File: config.mk
export PLATFORM = sky130hd
export DESIGN_NAME = etci_top
export DESIGN_NICKNAME = d
export VERILOG_FILES = /design/src/hw/etci_pkg.sv /design/src/hw/etci_ptr_match.sv /design/src/hw/etci_en_vec.sv /design/src/hw/etci_top.sv
export VERILOG_INCLUDE_DIRS = /design/src /design/src/hw
export SDC_FILE = /design/constraint.sdc
export NUM_CORES = 2
export LEC_CHECK = 0
export ABC_AREA = 1
export BUFFER_PORTS_ARGS = -buffer_cell sky130_fd_sc_hd__buf_2
export CAP_MARGIN = 20
export CELL_PAD_IN_SITES_DETAIL_PLACEMENT = 1
export CELL_PAD_IN_SITES_GLOBAL_PLACEMENT = 1
export CORE_MARGIN = 4
export CORE_UTILIZATION = 47
export CTS_CLUSTER_DIAMETER = 150
export DETAILED_ROUTE_END_ITERATION = 16
export PLACE_DENSITY_LB_ADDON = 0.1
export SYNTH_ARGS = -nofsm -noshare
export SYNTH_HDL_FRONTEND = slang
export SYNTH_SLANG_ARGS = --single-unit
export TNS_END_PERCENT = 20
File: constraint.sdc
create_clock -name core_clk -period 5.4 [get_ports core_clk]
set_input_delay 1.08 -clock core_clk [delete_from_list [all_inputs] [get_ports core_clk]]
set_output_delay 1.08 -clock core_clk [all_outputs]
set_load 0.005 [all_outputs]
File: src/hw/etci_map.svh
`ifndef ETCI_MAP_SVH
`define ETCI_MAP_SVH

// register byte offsets
`define ETCI_OFS_CHANNEL_ENABLE_VECTOR 12'h500
`define ETCI_OFS_SET 12'h504
`define ETCI_OFS_CLR 12'h508
`define ETCI_OFS_PTR_BASE 12'h510
`define ETCI_OFS_PTR_END 12'h560
`define ETCI_OFS_TEP_BASE 12'h514
`define ETCI_PTR_STRIDE 12'h008

// pointer slot fields inside (addr - base)
`define ETCI_PTR_IDX_MSB 6
`define ETCI_PTR_IDX_LSB 3
`define ETCI_PTR_TEP_BIT 2

// channel layout
`define ETCI_NUM_CFG 10
`define ETCI_NUM_FIXED 12
`define ETCI_FIXED_LSB 20
`define ETCI_IMPL_MASK 32'hFFF0_03FF

// reset values
`define ETCI_EN_RESET 32'h0000_0000
`define ETCI_PTR_RESET 32'h0000_0000
`define ETCI_RD_IDLE 32'h0000_0000

`endif

File: src/hw/etci_pkg.sv
package etci_pkg;

    // one bus word
    typedef logic [31:0] etci_word_t;

    // which register a bus address selects
    typedef enum logic [2:0] {
        etci_sel_none,
        etci_sel_channel_enable_vector,
        etci_sel_set,
        etci_sel_clr,
        etci_sel_eep,
        etci_sel_tep
    } etci_sel_t;

endpackage : etci_pkg

File: src/hw/etci_ptr_match.sv
`timescale 1ns/1ps
`default_nettype none
`include "etci_map.svh"

// turns an endpoint address into a one-hot line select
module etci_ptr_match #(
    parameter int N = 32,
    parameter logic [31:0] BASE = 32'h4000_0000
) (
    // pointer under test
    input wire logic [31:0] ptr,
    // one-hot hit, all zero when the address is no endpoint
    output logic [N-1:0] hit
);

    // refuse sizes the compare cannot serve
    if (N < 1 || N > 1024) begin : g_bad_n
        $error("etci_ptr_match: N out of range");
    end

    // one comparator per endpoint, endpoints are word spaced
    for (genvar i = 0; i < N; i++) begin : g_hit
        localparam logic [31:0] ADDR = BASE + 32'(i * 4);
        assign hit[i] = (ptr == ADDR);
    end

endmodule : etci_ptr_match
`default_nettype wire

File: src/hw/etci_en_vec.sv
`timescale 1ns/1ps
`default_nettype none
`include "etci_map.svh"

// channel enable vector with direct, set and clear writes
module etci_en_vec (
    // clock and reset
    input wire logic core_clk,
    input wire logic rst,
    // write strobes, at most one high
    input wire logic wr_channel_enable_vector,
    input wire logic wr_set,
    input wire logic wr_clr,
    input wire logic [31:0] wdata,
    // current enables
    output logic [31:0] en_q
);

    logic [31:0] en_d;
    logic [31:0] wmask;

    // only implemented channel bits can ever hold a one
    assign wmask = wdata & `ETCI_IMPL_MASK;

    // ones in the set alias set, ones in the clear alias clear
    always_comb begin
        en_d = en_q;
        if (wr_channel_enable_vector) begin
            en_d = wmask;
        end else if (wr_set) begin
            en_d = en_q | wmask;
        end else if (wr_clr) begin
            en_d = en_q & ~wmask;
        end
    end

    // all channels come up disabled
    always_ff @(posedge core_clk) begin
        if (rst) begin
            en_q <= `ETCI_EN_RESET;
        end else begin
            en_q <= en_d;
        end
    end

endmodule : etci_en_vec
`default_nettype wire

File: src/hw/etci_top.sv
// Added by the designer: strobed register access.
`timescale 1ns/1ps
`default_nettype none
`include "etci_map.svh"

module etci_top #(
    parameter int NUM_EVT = 32,
    parameter int NUM_TASK = 32,
    parameter logic [31:0] EVT_BASE = 32'h4000_0100,
    parameter logic [31:0] TASK_BASE = 32'h4000_0000
) (
    // clock and reset
    input wire logic core_clk,
    input wire logic rst,
    // register port
    input wire logic [11:0] reg_addr,
    input wire logic [31:0] reg_wdata,
    input wire logic reg_wr,
    input wire logic reg_rd,
    output logic [31:0] reg_rdata_q,
    // event lines from peripherals, one-cycle pulses
    input wire logic [NUM_EVT-1:0] event_pulse,
    // task lines to peripherals, one-cycle pulses
    output logic [NUM_TASK-1:0] task_pulse_q,
    // hard-wired channels 20 to 31
    input wire logic [`ETCI_NUM_FIXED-1:0] fixed_evt,
    output logic [`ETCI_NUM_FIXED-1:0] fixed_task_q
);

    localparam int NCFG = `ETCI_NUM_CFG;

    // refuse endpoint counts the pointer decode cannot serve
    if (NUM_EVT < 1 || NUM_EVT > 1024 || NUM_TASK < 1 || NUM_TASK > 1024) begin : g_bad
        $error("etci_top: endpoint count out of range");
    end

    logic [31:0] en_q;
    logic [31:0] eep_q [NCFG];
    logic [31:0] tep_q [NCFG];
    logic [NCFG-1:0] fire;
    logic [NUM_TASK-1:0] task_acc [NCFG+1];

    // address decode
    wire [11:0] ptr_off;
    wire ptr_hit;
    wire [3:0] ptr_idx;
    wire ptr_tep;
    etci_pkg::etci_sel_t sel;

    assign ptr_off = reg_addr - `ETCI_OFS_PTR_BASE;
    assign ptr_hit = (reg_addr >= `ETCI_OFS_PTR_BASE) && (reg_addr < `ETCI_OFS_PTR_END)
        && (reg_addr[1:0] == 2'h0);
    assign ptr_idx = ptr_off[`ETCI_PTR_IDX_MSB:`ETCI_PTR_IDX_LSB];
    assign ptr_tep = ptr_off[`ETCI_PTR_TEP_BIT];

    // register select from the address
    always_comb begin
        if (reg_addr == `ETCI_OFS_CHANNEL_ENABLE_VECTOR) begin
            sel = etci_pkg::etci_sel_channel_enable_vector;
        end else if (reg_addr == `ETCI_OFS_SET) begin
            sel = etci_pkg::etci_sel_set;
        end else if (reg_addr == `ETCI_OFS_CLR) begin
            sel = etci_pkg::etci_sel_clr;
        end else if (ptr_hit && !ptr_tep) begin
            sel = etci_pkg::etci_sel_eep;
        end else if (ptr_hit) begin
            sel = etci_pkg::etci_sel_tep;
        end else begin
            sel = etci_pkg::etci_sel_none;
        end
    end

    // write strobes per register
    wire wr_channel_enable_vector;
    wire wr_set;
    wire wr_clr;
    wire wr_eep;
    wire wr_tep;
    assign wr_channel_enable_vector = reg_wr && (sel == etci_pkg::etci_sel_channel_enable_vector);
    assign wr_set = reg_wr && (sel == etci_pkg::etci_sel_set);
    assign wr_clr = reg_wr && (sel == etci_pkg::etci_sel_clr);
    assign wr_eep = reg_wr && (sel == etci_pkg::etci_sel_eep);
    assign wr_tep = reg_wr && (sel == etci_pkg::etci_sel_tep);

    // the written task address must name a task register
    logic [NUM_TASK-1:0] wtask_hit;
    wire tep_ok;

    etci_ptr_match #(
        .N(NUM_TASK),
        .BASE(TASK_BASE)
    ) u_wtask (
        .ptr(reg_wdata),
        .hit(wtask_hit)
    );

    assign tep_ok = |wtask_hit;

    // enable vector and its aliases
    etci_en_vec u_en (
        .core_clk(core_clk),
        .rst(rst),
        .wr_channel_enable_vector(wr_channel_enable_vector),
        .wr_set(wr_set),
        .wr_clr(wr_clr),
        .wdata(reg_wdata),
        .en_q(en_q)
    );

    assign task_acc[0] = '0;

    // per configurable channel: pointers, event pick and task drive
    for (genvar n = 0; n < NCFG; n++) begin : g_ch
        logic [NUM_EVT-1:0] evt_hit;
        logic [NUM_TASK-1:0] task_hit;

        etci_ptr_match #(
            .N(NUM_EVT),
            .BASE(EVT_BASE)
        ) u_evt (
            .ptr(eep_q[n]),
            .hit(evt_hit)
        );

        etci_ptr_match #(
            .N(NUM_TASK),
            .BASE(TASK_BASE)
        ) u_task (
            .ptr(tep_q[n]),
            .hit(task_hit)
        );

        // a channel fires only while enabled and its event pulses
        assign fire[n] = en_q[n] && |(evt_hit & event_pulse);
        assign task_acc[n+1] = task_acc[n] | (fire[n] ? task_hit : '0);

        // event pointer, any value is stored as written
        always_ff @(posedge core_clk) begin
            if (rst) begin
                eep_q[n] <= `ETCI_PTR_RESET;
            end else if (wr_eep && ptr_idx == 4'(n)) begin
                eep_q[n] <= reg_wdata;
            end
        end

        // task pointer, writes of a non-task address are dropped
        always_ff @(posedge core_clk) begin
            if (rst) begin
                tep_q[n] <= `ETCI_PTR_RESET;
            end else if (wr_tep && tep_ok && ptr_idx == 4'(n)) begin
                tep_q[n] <= reg_wdata;
            end
        end
    end

    // read data selection
    wire [31:0] rd_ptr;
    wire [31:0] rd_data_d;
    assign rd_ptr = ptr_tep ? tep_q[ptr_idx] : eep_q[ptr_idx];
    assign rd_data_d = (sel == etci_pkg::etci_sel_channel_enable_vector) ? en_q
        : (sel == etci_pkg::etci_sel_set) ? en_q
        : (sel == etci_pkg::etci_sel_clr) ? en_q
        : (sel == etci_pkg::etci_sel_none) ? `ETCI_RD_IDLE
        : rd_ptr;

    // read data stands only in the cycle after the strobe
    always_ff @(posedge core_clk) begin
        if (rst) begin
            reg_rdata_q <= `ETCI_RD_IDLE;
        end else begin
            reg_rdata_q <= reg_rd ? rd_data_d : `ETCI_RD_IDLE;
        end
    end

    // task pulses, one cycle after the event
    always_ff @(posedge core_clk) begin
        if (rst) begin
            task_pulse_q <= '0;
            fixed_task_q <= '0;
        end else begin
            task_pulse_q <= task_acc[NCFG];
            fixed_task_q <= fixed_evt & en_q[31:`ETCI_FIXED_LSB];
        end
    end

    localparam logic [31:0] IMPL = `ETCI_IMPL_MASK;
endmodule : etci_top
`default_nettype wire

==> key figures <==
Placement
  • GPL Wtd Cong: roughly 0.95
  • DP HPWL: about 120 mm
  • IO buf count: between 150 and 200

Power
  • Leak: 18.14 nW
  • Worst VDD drop: roughly 0.00031 V
  • Pwr Density: 297.8 nW/um2

Global route
  • Number of global-route vias before repair: around 38k
  • Antenna violations before repair: 4
  • GR Util All Layers: 0.3621
  • First-pass GRT wire length: approximately 240 mm
  • GR Overflow Total: 0
  • Pin count of the biggest net entering global routing: 76

Cells and area
  • Share of post-route cells with drive strength above 1: 0.08446
  • Register area: 21180 um2
  • Area of the multi-input gates: between 15000 and 20000 um2
  • Area growth syn-to-layout: 13.59%
  • Layout net count: between 5k and 6k
  • Fill count: slightly above 10k

Die
  • Starting Density: 0.4759
  • Die area: between 80000 and 90000 um2
  • Die width: around 300 um
  • Die height: between 200 and 300 um
  • Top Ports: between 150 and 200
  • # rows: 106
  • Core ar.: 83950 um2

Clock network
  • Worst-path clk slew: 60 ps
  • CTS tree: yes
  • CTS sink cnt: approximately 740
  • CTS Buf Count: 80
  • PostCTS Resize Cnt: 0
  • Hold-fix buffers, CTS: 0
  • H-tree depth: 3
  • Clock buffer depth: 3
  • CTS root buffer: clkbuf_16
  • Post-CTS setup buffer count: 0
  • Clk_lat worst skew: between 600 and 700 ps

Yosys
  • Synth Register Bits: 738
  • Synth top area cells: edfxtp_1 (48%), nor2_1 (10%), nand3_1 (9.7%), nand2_1 (6.9%), dfxtp_1 (4.9%)
  • Yosys warns: 0
  • Synth top cells by count: nor2_1 (1083), nand3_1 (774), nand2_1 (736)
  • Avg Cell Area, Syn: 8.170 um2
  • Top-count cell post-synth: nor2_1
  • Synthesized cell area: ~40000 um2
  • Post-synth EDFFs: 640
  • Cell taking the most area after synthesis: edfxtp_1
  • Ys flop type: edfxtp_1
  • Synth top area share: 0.4811
  • Post-synth ARST share: 0
  • Unique cell type count in the Yosys netlist: 45
  • Cell count after synthesis: 4890
  • Sequential share of the synthesized area: 0.5302

Detailed routing
  • Post-DR vias/cell: around 6
  • Routed len/inst: 26.16 um
  • Vias after detailed routing: 39.14k
  • Final wirelength: 166.9 mm
  • DRT Pass-1 Iters: 6
  • Final ANT Viol Nets: 0
  • DRC: 0
  • 1st-iter DRT viols: between 4k and 5k

Status
  • Status: finished clean

Worst hold path
  • Worst hold path endpoint: fixed_task_q[8]$_SDFF_PP0_
  • Min-Delay Path Class: register to register
  • Worst Hold Path Cells: 2

Worst setup path
  • Origin of the worst setup path: reg_addr[3]
  • Worst setup SP type: input port
  • FF-to-FF path depth: 9
  • Required time of the worst setup path: 5860 ps
  • Critical path arrival: around 4600 ps
  • Worst Setup End Kind: register
  • WS Path Type: input port to register
  • Capturing point of the worst reg2reg path: task_pulse_q[16]$_SDFF_PP0_
  • Reg2Reg Setup Slack: 1750 ps
  • Worst-path fanout max: 49
  • Critical R2R Launch: eep_q[5][14]$_SDFFCE_PN0P_

Timing
  • Max Freq: around 240 MHz
  • Slew @ Worst Pin: 1162 ps
  • Min Hold Slack: about 480 ps
  • Endpoints failing setup: 0
  • Final Hold Vio Count: 0
  • Layout Skew: about 64 ps
  • Unrepaired setup endpoints after global routing: false
  • Rel. slew slack: 0.2191
  • Sum Neg Setup Slack: 0 ps
  • Crit path time final: around 4200 ps
  • Slew Viols, Final: 0
  • Fin crit share: 0.7734

Job
  • Max Cap Viol: 0
sequential cells by signal, summed over array words and instances, names as in the netlist, named ones only:
name,flops
task_pulse_q,32
fixed_task_q,12
eep_q,320
tep_q,320
reg_rdata_q,32
layer usage:
metal	GRT usage	part of all wire
met1	0.4877	0.39
met2	0.5814	0.46
met4	0.1615	0.052
met3	0.05635	0.10
met5	0	0
worst max-delay path: stages:
cell and delay (ps):
buf_4 140, inv_2 340, nand2_4 520, nor3_1 1100, nand3_2 1020, nor2_1 400
layout make-up:
cell class	instances	area share
Timing Repair Buffer	246	0.03535
Inverter	335	0.02782
Antenna cell	1	0.00005514
Sequential cell	738	0.4667
Multi-Input combinational cell	3784	0.3819
Tap cell	1134	0.03127
Clock inverter	36	0.008823
Clock buffer	106	0.04803
worst max path at each step:
stage	slack, ps	cells past startpoint	end
CTS	1500	13	task_pulse_q[15]$_SDFF_PP0_
global route	1260	6	eep_q[8][20]$_SDFFCE_PN0P_
global placement	1030	6	eep_q[8][23]$_SDFFCE_PN0P_
finish	1220	6	eep_q[8][0]$_SDFFCE_PN0P_
floorplan	1130	16	eep_q[8][0]$_SDFFCE_PN0P_
detailed placement	890	6	eep_q[8][23]$_SDFFCE_PN0P_
power breakdown:
group	internal, mW	switching [mW]
Clock	3.06	2.38
Combinational	0.302	1.03
Sequential	6.52	0.215
Total	9.89	3.63
through the flow:
step | instances | cell area (um2) | utilization | setup WS (ps) | power [mW]
3_5_place_dp | 6225 | 42580 | 0.5072 | 894.6 | 8.111
3_3_place_gp | 6224 | 42570 | 0.5070 | 1033 | 8.058
4_1_cts | 6367 | 45160 | 0.5379 | 1505 | 13.49
2_1_floorplan | 5149 | 40920 | - | 1127 | 7.514
6_report | 6380 | 45380 | 0.5406 | 1224 | 13.51
5_1_grt | 6379 | 45380 | 0.5405 | 1259 | 13.90
placed cells by master (no fill, tap or decap), types with 16 or more instances in the layout:
cell type  count
nor2_1      1065
nand3_1      774
nand2_1      734
edfxtp_1     640
inv_1        305
conb_1       260
o22ai_1      202
o21ai_0      174
nand4_1      168
buf_2        166
nor3_1       112
dfxtp_1       98
clkbuf_16     80
a21oi_1       69
buf_4         64
nor4_1        39
o21ai_1       31
clkinv_1      27
or2_2         24
nor2_2        21
clkbuf_1      18
a211oi_1      16
cells by family (layout without fill, tap and decap cells):
logic type / Yosys count / in the layout / share of synthesized area
AOI/OAI and AO/OA: 543 / 543 / 0.07955
adders and majority gates: 2 / 2 / 0.0006263
other: 1 / 261 / 0.00009387
DFF: 738 / 738 / 0.5302
and+or+nand+nor: 2975 / 2975 / 0.3265
muxes: 3 / 3 / 0.0007517
buffers and inverters: 627 / 723 / 0.06207
xor gates and xnor gates: 1 / 1 / 0.0002193
Note: power is estimated with default switching activity, not from simulation.
